### config.mk
export PLATFORM = sky130hd
export DESIGN_NAME = ppc_regs
export DESIGN_NICKNAME = d
export VERILOG_FILES = /design/src/design/ppc_pkg.sv /design/src/design/ppc_regs.sv /design/src/design/ppc_mode_dec.sv /design/src/design/ppc_port_pad.sv
export SDC_FILE = /design/constraint.sdc
export NUM_CORES = 1
export LEC_CHECK = 0
export ABC_AREA = 0
export BUFFER_PORTS_ARGS = -buffer_cell sky130_fd_sc_hd__buf_2
export CAP_MARGIN = 25
export CORE_AREA = 2 2 83 85
export CTS_BUF_LIST = sky130_fd_sc_hd__clkbuf_8
export DETAILED_ROUTE_END_ITERATION = 10
export DIE_AREA = 0 0 85 87
export PLACE_DENSITY = 0.78
export REMOVE_ABC_BUFFERS = 1
export SYNTH_ARGS = -nofsm -noshare
export SYNTH_HDL_FRONTEND = slang
export SYNTH_SLANG_ARGS = --single-unit
### constraint.sdc
create_clock -name clk_sys -period 2 [get_ports clk_sys]
set_input_delay 0.1 -clock clk_sys [delete_from_list [all_inputs] [get_ports clk_sys]]
set_output_delay 0.1 -clock clk_sys [all_outputs]
set_load 0.02 [all_outputs]
### src/design/ppc_pkg.sv
// Package: offsets, fields, modes and carriers of the core port pad config
package ppc_pkg;

    // ========================================================
    // Register byte offsets
    localparam logic [7:0] OFF_PULL   = 8'h00;
    localparam logic [7:0] OFF_DRIVE  = 8'h04;
    localparam logic [7:0] OFF_EBCTL  = 8'h08;
    localparam logic [7:0] OFF_RSVD   = 8'h0C;
    localparam logic [7:0] OFF_MODE   = 8'h10;

    // ========================================================
    // Field positions
    localparam int BIT_PORT_K   = 7;
    localparam int BIT_PORT_E   = 4;
    localparam int BIT_PORT_B   = 1;
    localparam int BIT_PORT_A   = 0;
    localparam int BIT_STRETCH  = 0;
    localparam int MODE_LSB     = 5;

    // Implemented bit masks of the pull, drive and stretch registers
    localparam logic [7:0] PORT_MASK   = 8'h93;
    localparam logic [7:0] STRETCH_MASK = 8'h01;
    // Port E pins that follow the pull enable bit
    localparam logic [7:0] PE_PULL_MASK = 8'h9F;
    // Port E pins pulled only during reset
    localparam logic [7:0] PE_RST_MASK  = 8'h60;

    // ========================================================
    // Reset values
    localparam logic [7:0] PULL_RESET   = 8'h00;
    localparam logic [7:0] DRIVE_RESET  = 8'h00;
    localparam logic       STR_RESET    = 1'b0;

    // ========================================================
    // AXI responses
    localparam logic [1:0] RESP_OKAY   = 2'h0;
    localparam logic [1:0] RESP_SLVERR = 2'h2;

    // ========================================================
    // Operating modes, three select bits
    typedef enum logic [2:0] {
        MODE_SPEC_SC   = 3'h0,
        MODE_EMU_NAR   = 3'h1,
        MODE_SPEC_TEST = 3'h2,
        MODE_EMU_WIDE  = 3'h3,
        MODE_NORM_SC   = 3'h4,
        MODE_NORM_NAR  = 3'h5,
        MODE_PERIPH    = 3'h6,
        MODE_NORM_WIDE = 3'h7
    } ppc_mode_t;

    // Pad controls of one port
    typedef struct packed {
        logic [7:0] pull_en;
        logic [7:0] weak_drive;
    } ppc_pad_t;

endpackage : ppc_pkg

### src/design/ppc_regs.sv
// Core port pad configuration registers behind an AXI4-Lite slave
//
// Our own choices: the address map and register access over AXI4-Lite.
`timescale 1ns/1ns
module ppc_regs (
    // Clock and reset
    input  wire logic        clk_sys,
    input  wire logic        rst,
    input  wire logic        clk_en,
    // AXI4-Lite write address and data
    input  wire logic        s_axi_awvalid,
    output logic             s_axi_awready,
    input  wire logic [7:0]  s_axi_awaddr,
    input  wire logic        s_axi_wvalid,
    output logic             s_axi_wready,
    input  wire logic [31:0] s_axi_wdata,
    input  wire logic [3:0]  s_axi_wstrb,
    // AXI4-Lite write response
    output logic             s_axi_bvalid,
    input  wire logic        s_axi_bready,
    output logic [1:0]       s_axi_bresp,
    // AXI4-Lite read
    input  wire logic        s_axi_arvalid,
    output logic             s_axi_arready,
    input  wire logic [7:0]  s_axi_araddr,
    output logic             s_axi_rvalid,
    input  wire logic        s_axi_rready,
    output logic [31:0]      s_axi_rdata,
    output logic [1:0]       s_axi_rresp,
    // Operating mode and echo to external bus
    input  wire logic [7:0]  mode_reg,
    output logic             ext_echo,
    output logic [7:0]       ext_echo_addr,
    // Port directions, 1 = output
    input  wire logic [7:0]  dir_a,
    input  wire logic [7:0]  dir_b,
    input  wire logic [7:0]  dir_e,
    input  wire logic [7:0]  dir_k,
    // Pad controls
    output ppc_pkg::ppc_pad_t pad_a,
    output ppc_pkg::ppc_pad_t pad_b,
    output ppc_pkg::ppc_pad_t pad_e,
    output ppc_pkg::ppc_pad_t pad_k,
    // E clock
    input  wire logic        bus_clk_free,
    input  wire logic        ext_stretch_acc,
    output logic             external_bus_clock
);
    // ========================================================
    // Mode decode
    logic [2:0] op_mode_select;
    logic       in_map;
    logic       special;
    logic       single_chip;
    assign op_mode_select = mode_reg[ppc_pkg::MODE_LSB +: 3];

    ppc_mode_dec u_mode (
        .op_mode_select (op_mode_select),
        .in_map         (in_map),
        .special        (special),
        .single_chip    (single_chip)
    );

    // ========================================================
    // Registers
    logic [7:0] port_pull_enable_q;
    logic [7:0] port_drive_strength_q;
    logic       clock_stretch_sel_q;
    logic       stretch_written_q;

    // ========================================================
    // Write channel: address and data in either order
    logic       aw_held_q;
    logic [7:0] aw_addr_q;
    logic       w_held_q;
    logic [7:0] w_data_q;
    logic       w_lane0_q;
    logic       bvalid_q;
    logic [1:0] bresp_q;

    logic       wr_fire;
    logic [7:0] wr_addr;
    // Ready only while clocked, or a frozen edge would drop the item
    assign s_axi_awready = clk_en & ~aw_held_q & ~bvalid_q;
    assign s_axi_wready  = clk_en & ~w_held_q & ~bvalid_q;
    assign wr_fire = aw_held_q & w_held_q & ~bvalid_q;
    assign wr_addr = aw_addr_q;

    // Decoding shared by both channels
    function automatic logic is_mapped(input logic [7:0] a);
        is_mapped = (a == ppc_pkg::OFF_PULL) ||
                    (a == ppc_pkg::OFF_DRIVE) ||
                    (a == ppc_pkg::OFF_EBCTL) ||
                    (a == ppc_pkg::OFF_RSVD);
    endfunction : is_mapped

    logic wr_local;
    logic wr_pull;
    logic wr_drive;
    logic wr_str;
    logic str_allowed;
    assign wr_local = wr_fire & in_map & w_lane0_q;
    assign wr_pull  = wr_local & (wr_addr == ppc_pkg::OFF_PULL);
    assign wr_drive = wr_local & (wr_addr == ppc_pkg::OFF_DRIVE);
    // Special modes write anytime, others only the first time
    assign str_allowed = special | ~stretch_written_q;
    assign wr_str = wr_local & (wr_addr == ppc_pkg::OFF_EBCTL);

    always_ff @(posedge clk_sys or posedge rst) begin
        if (rst) begin
            aw_held_q <= 1'b0;
            aw_addr_q <= 8'h00;
            w_held_q  <= 1'b0;
            w_data_q  <= 8'h00;
            w_lane0_q <= 1'b0;
        end else if (clk_en) begin
            if (s_axi_awvalid && s_axi_awready) begin
                aw_held_q <= 1'b1;
                aw_addr_q <= {s_axi_awaddr[7:2], 2'b00};
            end else if (wr_fire) begin
                aw_held_q <= 1'b0;
            end
            if (s_axi_wvalid && s_axi_wready) begin
                w_held_q  <= 1'b1;
                w_data_q  <= s_axi_wdata[7:0];
                w_lane0_q <= s_axi_wstrb[0];
            end else if (wr_fire) begin
                w_held_q <= 1'b0;
            end
        end
    end

    always_ff @(posedge clk_sys or posedge rst) begin
        if (rst) begin
            bvalid_q <= 1'b0;
            bresp_q  <= ppc_pkg::RESP_OKAY;
        end else if (clk_en) begin
            if (wr_fire) begin
                bvalid_q <= 1'b1;
                // Unmapped offsets answer SLVERR; unmapped mode is echoed
                bresp_q <= (is_mapped(wr_addr) || !in_map) ?
                           ppc_pkg::RESP_OKAY : ppc_pkg::RESP_SLVERR;
            end else if (s_axi_bready) begin
                bvalid_q <= 1'b0;
            end
        end
    end
    assign s_axi_bvalid = bvalid_q;
    assign s_axi_bresp  = bresp_q;

    // ========================================================
    // Configuration storage; reserved location has no storage
    always_ff @(posedge clk_sys or posedge rst) begin
        if (rst) begin
            port_pull_enable_q    <= ppc_pkg::PULL_RESET;
            port_drive_strength_q <= ppc_pkg::DRIVE_RESET;
            clock_stretch_sel_q   <= ppc_pkg::STR_RESET;
            stretch_written_q     <= 1'b0;
        end else if (clk_en) begin
            if (wr_pull) begin
                port_pull_enable_q <= w_data_q & ppc_pkg::PORT_MASK;
            end
            if (wr_drive) begin
                port_drive_strength_q <= w_data_q & ppc_pkg::PORT_MASK;
            end
            if (wr_str) begin
                stretch_written_q <= 1'b1;
                if (str_allowed) begin
                    clock_stretch_sel_q <=
                        w_data_q[ppc_pkg::BIT_STRETCH];
                end
            end
        end
    end

    // ========================================================
    // Read channel
    logic        rvalid_q;
    logic [31:0] rdata_q;
    logic [1:0]  rresp_q;
    logic [7:0]  rd_addr;
    logic [7:0]  rd_val;
    logic        rd_fire;
    assign s_axi_arready = clk_en & ~rvalid_q;
    assign rd_fire = s_axi_arvalid & s_axi_arready;
    assign rd_addr = {s_axi_araddr[7:2], 2'b00};
    // Reserved location and unimplemented bits read zero
    assign rd_val =
        (rd_addr == ppc_pkg::OFF_PULL)  ? port_pull_enable_q :
        (rd_addr == ppc_pkg::OFF_DRIVE) ? port_drive_strength_q :
        (rd_addr == ppc_pkg::OFF_EBCTL) ? {7'h00, clock_stretch_sel_q} :
        8'h00;

    always_ff @(posedge clk_sys or posedge rst) begin
        if (rst) begin
            rvalid_q <= 1'b0;
            rdata_q  <= 32'h0000_0000;
            rresp_q  <= ppc_pkg::RESP_OKAY;
        end else if (clk_en) begin
            if (rd_fire) begin
                rvalid_q <= 1'b1;
                rdata_q  <= in_map ? {24'h00_0000, rd_val} :
                            32'h0000_0000;
                rresp_q  <= (is_mapped(rd_addr) || !in_map) ?
                            ppc_pkg::RESP_OKAY : ppc_pkg::RESP_SLVERR;
            end else if (s_axi_rready) begin
                rvalid_q <= 1'b0;
            end
        end
    end
    assign s_axi_rvalid = rvalid_q;
    assign s_axi_rdata  = rdata_q;
    assign s_axi_rresp  = rresp_q;

    // ========================================================
    // External echo: one-cycle pulse with the access offset
    logic       echo_q;
    logic [7:0] echo_addr_q;
    logic       echo_wr;
    logic       echo_rd;
    assign echo_wr = wr_fire & ~in_map & is_mapped(wr_addr);
    assign echo_rd = rd_fire & ~in_map & is_mapped(rd_addr);
    always_ff @(posedge clk_sys or posedge rst) begin
        if (rst) begin
            echo_q      <= 1'b0;
            echo_addr_q <= 8'h00;
        end else if (clk_en) begin
            echo_q <= echo_wr | echo_rd;
            if (echo_wr) begin
                echo_addr_q <= wr_addr;
            end else if (echo_rd) begin
                echo_addr_q <= rd_addr;
            end
        end
    end
    assign ext_echo      = echo_q;
    assign ext_echo_addr = echo_addr_q;

    // ========================================================
    // Per-port pad controls
    logic [3:0] pull_bits;
    logic [3:0] weak_bits;
    logic [7:0] dirs      [4];
    logic [7:0] pull_sel  [4];
    logic [7:0] rst_pull  [4];
    logic [7:0] pulls     [4];
    logic [7:0] weaks     [4];
    assign pull_bits = {port_pull_enable_q[ppc_pkg::BIT_PORT_K],
                        port_pull_enable_q[ppc_pkg::BIT_PORT_E],
                        port_pull_enable_q[ppc_pkg::BIT_PORT_B],
                        port_pull_enable_q[ppc_pkg::BIT_PORT_A]};
    assign weak_bits = {port_drive_strength_q[ppc_pkg::BIT_PORT_K],
                        port_drive_strength_q[ppc_pkg::BIT_PORT_E],
                        port_drive_strength_q[ppc_pkg::BIT_PORT_B],
                        port_drive_strength_q[ppc_pkg::BIT_PORT_A]};
    assign dirs[0] = dir_a;
    assign dirs[1] = dir_b;
    assign dirs[2] = dir_e;
    assign dirs[3] = dir_k;
    assign pull_sel[0] = 8'hFF;
    assign pull_sel[1] = 8'hFF;
    assign pull_sel[2] = ppc_pkg::PE_PULL_MASK;
    assign pull_sel[3] = 8'hFF;
    assign rst_pull[0] = 8'h00;
    assign rst_pull[1] = 8'h00;
    assign rst_pull[2] = ppc_pkg::PE_RST_MASK;
    assign rst_pull[3] = 8'h00;

    for (genvar p = 0; p < 4; p++) begin : g_port
        ppc_port_pad #(.W(8)) u_pad (
            .pull_bit   (pull_bits[p]),
            .weak_bit   (weak_bits[p]),
            .pull_sel   (pull_sel[p]),
            .rst_pull   (rst_pull[p]),
            .in_reset   (rst),
            .dir_out    (dirs[p]),
            .pull_en    (pulls[p]),
            .weak_drive (weaks[p])
        );
    end
    assign pad_a = '{pull_en: pulls[0], weak_drive: weaks[0]};
    assign pad_b = '{pull_en: pulls[1], weak_drive: weaks[1]};
    assign pad_e = '{pull_en: pulls[2], weak_drive: weaks[2]};
    assign pad_k = '{pull_en: pulls[3], weak_drive: weaks[3]};

    // ========================================================
    // E clock: free running unless stretch set outside single-chip
    logic stretch_on;
    assign stretch_on = clock_stretch_sel_q & ~single_chip;
    assign external_bus_clock = stretch_on ? ext_stretch_acc
                                           : bus_clk_free;

    // ========================================================
    // Checks
    a_pull_write: assert property (@(posedge clk_sys) disable iff (rst)
        clk_en && wr_pull |=> port_pull_enable_q ==
            ($past(w_data_q) & ppc_pkg::PORT_MASK))
        else $error("pull register write lost");
    a_unmapped_hold: assert property (@(posedge clk_sys) disable iff (rst)
        !in_map |=> $stable(port_drive_strength_q))
        else $error("drive register changed while unmapped");
    a_stretch_once: assert property (@(posedge clk_sys) disable iff (rst)
        !special && stretch_written_q |=> $stable(clock_stretch_sel_q))
        else $error("stretch bit rewritten in normal mode");
    a_free_clock: assert property (@(posedge clk_sys) disable iff (rst)
        !clock_stretch_sel_q |-> external_bus_clock == bus_clk_free)
        else $error("E clock not free running");
    a_single_chip: assert property (@(posedge clk_sys) disable iff (rst)
        single_chip |-> external_bus_clock == bus_clk_free)
        else $error("stretch active in single chip");
    a_out_no_pull: assert property (@(posedge clk_sys)
        (pad_k.pull_en & dir_k) == 8'h00)
        else $error("pull on output pin");
    a_pe_rst_pins: assert property (@(posedge clk_sys) disable iff (rst)
        (pad_e.pull_en & ppc_pkg::PE_RST_MASK) == 8'h00)
        else $error("port E reset pulls outside reset");
    a_rsvd_zero: assert property (@(posedge clk_sys) disable iff (rst)
        clk_en && rd_fire && in_map && rd_addr == ppc_pkg::OFF_RSVD
        |=> s_axi_rvalid && s_axi_rdata == 32'h0000_0000)
        else $error("reserved location not zero");
    a_frozen_state: assert property (@(posedge clk_sys) disable iff (rst)
        !clk_en |=> $stable(port_pull_enable_q) && $stable(aw_held_q))
        else $error("state moved while clock enable low");
    a_upper_zero: assert property (@(posedge clk_sys) disable iff (rst)
        (port_pull_enable_q & ~ppc_pkg::PORT_MASK) == 8'h00)
        else $error("unimplemented bit set");
    c_write: cover property (@(posedge clk_sys) disable iff (rst) wr_pull);
    c_echo: cover property (@(posedge clk_sys) disable iff (rst) ext_echo);
    c_stretch: cover property (@(posedge clk_sys) disable iff (rst)
        stretch_on && ext_stretch_acc);
endmodule : ppc_regs

### src/design/ppc_mode_dec.sv
// Mode decoder: map presence, special and single-chip flags
`timescale 1ns/1ns
module ppc_mode_dec (
    // Mode select
    input  wire logic [2:0] op_mode_select,
    // Decoded flags
    output logic            in_map,
    output logic            special,
    output logic            single_chip
);
    // ========================================================
    // Decode
    ppc_pkg::ppc_mode_t m;
    assign m = ppc_pkg::ppc_mode_t'(op_mode_select);
    // Only single-chip and special test keep the registers mapped
    assign in_map = (m == ppc_pkg::MODE_SPEC_SC) ||
                    (m == ppc_pkg::MODE_NORM_SC) ||
                    (m == ppc_pkg::MODE_SPEC_TEST);
    assign special = ~op_mode_select[2] & ~op_mode_select[0];
    assign single_chip = (m == ppc_pkg::MODE_SPEC_SC) ||
                         (m == ppc_pkg::MODE_NORM_SC);
endmodule : ppc_mode_dec

### src/design/ppc_port_pad.sv
// One port: pull and drive controls gated by pin direction
`timescale 1ns/1ns
module ppc_port_pad #(
    parameter int W = 8
) (
    // Controls
    input  wire logic         pull_bit,
    input  wire logic         weak_bit,
    input  wire logic [W-1:0] pull_sel,
    input  wire logic [W-1:0] rst_pull,
    input  wire logic         in_reset,
    input  wire logic [W-1:0] dir_out,
    // Pad controls
    output logic [W-1:0]      pull_en,
    output logic [W-1:0]      weak_drive
);
    // ========================================================
    // Gating
    if (W < 1) begin : g_bad_width
        $error("width must be positive");
    end
    // Outputs never pull; reset-only pins ignore the enable bit
    assign pull_en = ~dir_out & ((pull_sel & {W{pull_bit}}) |
                                 (rst_pull & {W{in_reset}}));
    // Drive strength applies whatever function owns the pin
    assign weak_drive = dir_out & {W{weak_bit}};
endmodule : ppc_port_pad

==> flow_metrics.py <==
metrics = {
    "critical_path": {
        "worst-setup-path-type": "flip-flop to flip-flop",
        "end_kind": "flip-flop",
        "cp.required_ns": 2.17,
        "path_max_fanout": 4,
        "crit_slowest_cell": "or4_4",
        "start_kind": "flip-flop",
        "path_cells": "or4_4, nor4_4, mux2_2",
        "critPathMaxStageDelay_ns": 0.57,
        "worstPathArrival_ns": 2.05,
    },
    "floorplanning": {
        "dieArea_sq_mm": 0.00740,
        "die_h_um": 87,
        "core_sq_mm": 0.00657,
        "fp.dieW_um": 85,
        "initial_utilization_pct": 34.9,
        "io_pins": 217,
        "rows": 30,
    },
    "clocking": {
        "cts_buffer_depth": 2,
        "cts.htree.levels": 2,
        "cts_setup_buffers": 0,
        "clkLatencyLatePin_ns": 0.28,
        "cts_resized": 0,
        "clkSinkCount": 38,
        "cts_tree": "done",
        "root_buffer": "clkbuf_8",
        "path_clk_slew_ns": 0.07,
        "cts_buffers": 5,
    },
    "grt": {
        "grtUsageMet1_pct": 16.9,
        "grtUsageMet2_pct": 24.3,
        "use_met3_pct": 2.56,
        "grt_start_max_net_pins": 23,
        "grt_pass1_vias": 1703,
        "overflow": 0,
        "grt_pass1_wl_um": 8200,
        "grt_usage_pct": 13.8,
        "grt_antenna_before_repair": 0,
        "grt_busiest_layer": "met2",
    },
    "synth": {
        "ys.flop_type": "dfrtp_1",
        "synth_top_family_by_area": "simple AND/OR/NAND/NOR gates",
        "synth_top_area_share_pct": 41.5,
        "async_reset_ff_share_pct": 100,
        "ys_ff_latch": 38,
        "synthMuxAreaShare_pct": 13.0,
        "yosys.area_share.adder_pct": 0,
        "synth_xor_area_share_pct": 0,
        "synth-simple-area-share_pct": 28.9,
        "ys_warn_count": 0,
        "synth_top_area_cell": "dfrtp_1",
        "synth-edff-count": 0,
        "synthTopCellsByArea": "dfrtp_1 (41%), mux2_2 (11%), buf_4 (10%), and2_1 (10%), nor2b_1 (8.7%)",
        "synth_cells": 235,
        "netlist_area_sq_mm": 0.00229,
        "ys_types": 32,
        "synth.avg_cell_area_sq_um": 9.75,
        "synth-compound-area-share_pct": 4.31,
        "ys_seq_area_share_pct": 41.5,
    },
    "sta": {
        "fin_crit_sh_pct": 93.9,
        "fmax_ghz": 0.533,
        "rsz0062_at_grt": "no",
        "hold_violations": 0,
        "skew_ns": 0.00536,
        "maxSlewViolCount": 0,
        "post-route-min-period_ns": 1.88,
        "setup_viol_count_final": 0,
        "setup_tns_ns": 0,
    },
    "drt": {
        "drc": 0,
        "wirelength_um": 5490,
        "vias_per_cell": 4.36,
        "wl_per_cell_um": 11.7,
        "routed-via-count": 2034,
        "drt_iter0_markers": 58,
        "final_antenna_net_count": 0,
        "dr.pass1.iters": 4,
    },
    "layout": {
        "most-common-layout-cells": "buf_2 (144), and2_1 (38), dfrtp_1 (38)",
        "syn_to_final_growth_pct": 35.4,
        "drive_gt1_share_pct": 47.0,
        "nets": 488,
        "post-route-cell-area_sq_mm": 0.00310,
        "finalNonFillerCells": 467,
        "antennaDiodeCount": 0,
        "final_common_cell": "buf_2",
    },
    "run": {
        "cap_violations": 0,
    },
    "power_and_ir_drop": {
        "power_w": 0.00245,
        "vdd_ir_drop_max_mv": 0.526,
        "p_leak_nw": 1.81,
        "p_per_area_mw_per_mm2": 790,
    },
    "placement": {
        "place_area_sq_mm": 0.00300,
        "dp_hpwl_um": 4530,
        "placedCellCount": 458,
        "io_buffers": 144,
        "globalplace.congestion": 0.766,
    },
    "outcome": {
        "status": "completed",
    },
    "min_path": {
        "hold_path.class": "primary input to flip-flop",
    },
}
## state kept, by name, summed over array words and instances (netlist names), 4 cells and up
register / flops
port_drive_strength_q: 4
s_axi_rdata: 4
ext_echo_addr: 6
aw_addr_q: 6
port_pull_enable_q: 4
w_data_q: 4
## cell usage after synthesis (2+ instances only)
cell type,number
a22oi_1,2
mux2_2,22
o21ai_0,9
clkbuf_1,3
nand4_1,2
inv_1,6
a21o_1,2
nor4_1,2
nor2_1,6
mux2i_1,5
nor2b_1,32
and2_1,38
dfrtp_1,38
buf_4,32
nand2_1,18
nor3_2,2
## kinds of logic (layout without fill, tap and decap cells)
group	after synthesis	after routing
simple gates	110	110
buf+inv	42	163
flops	38	38
mux	27	27
compound gates	17	17
other cells	1	32
## final timing paths
check | startpoint | endpoint | cells past startpoint | slack (ns)
max in group asynchronous | rst | s_axi_rdata[4]$_DFFE_PP0P_ | 5 | 1.07
max reg2reg | aw_addr_q[4]$_DFFE_PP0P_ | port_drive_strength_q[7]$_DFFE_PP0P_ | 3 | 0.12
min in group asynchronous | rst | aw_held_q$_DFFE_PP0P_ | 4 | 0.38
max | aw_addr_q[4]$_DFFE_PP0P_ | port_drive_strength_q[7]$_DFFE_PP0P_ | 3 | 0.12
min reg2reg | stretch_written_q$_DFFE_PP0P_ | stretch_written_q$_DFFE_PP0P_ | 2 | 0.46
min | s_axi_wdata[1] | w_data_q[1]$_DFFE_PP0P_ | 2 | 0.04
## cell type report
| cell class | instances | area (sq um) |
|---|---|---|
| Timing Repair Buffer | 149 | 761 |
| Clock buffer | 6 | 82.6 |
| Tap cell | 80 | 100 |
| Fill cell | 652 | 3460 |
| Sequential cell | 38 | 951 |
| Inverter | 6 | 22.5 |
| Multi-Input combinational cell | 186 | 1180 |
| Clock inverter | 2 | 8.76 |
## routing by layer
metal	share of wire [%]	wire length, um
met2	53	2890
met3	7.8	429
met5	0	0
met4	1.3	70
met1	38	2100
## critical path, delay by kind of cell (launching register included)
| family | cells | cell delay [ns] |
|---|---|---|
| flip-flops | 1 | 0.39 |
| multiplexers | 1 | 0.38 |
| AND/OR/NAND/NOR | 2 | 1.00 |
## power by group
group,switching (W),internal (W),total [W],leakage [nW]
logic,0.000434,0.000350,0.000784,1.27
clock network,0.000244,0.000272,0.000516,0.0524
registers,0.000193,0.000961,0.00115,0.485
## through the flow
step                hold WS [ns]  worst slack [ns]  utilization [%]
floorplan                  0.207             0.228                -
global placement           0.141             0.135             45.7
detailed placement         0.142             0.117             45.7
CTS                       0.0304             0.106             47.3
global route              0.0368            0.0248             47.3
finish                    0.0407             0.123             47.3
## repair_timing
action / CTS / global route
endpoints found under the hold margin: 16 / 0
endpoints found under the setup margin: 0 / 0
hold buffers: 1 / 0
No activity file was read; power rests on OpenSTA's default activity.
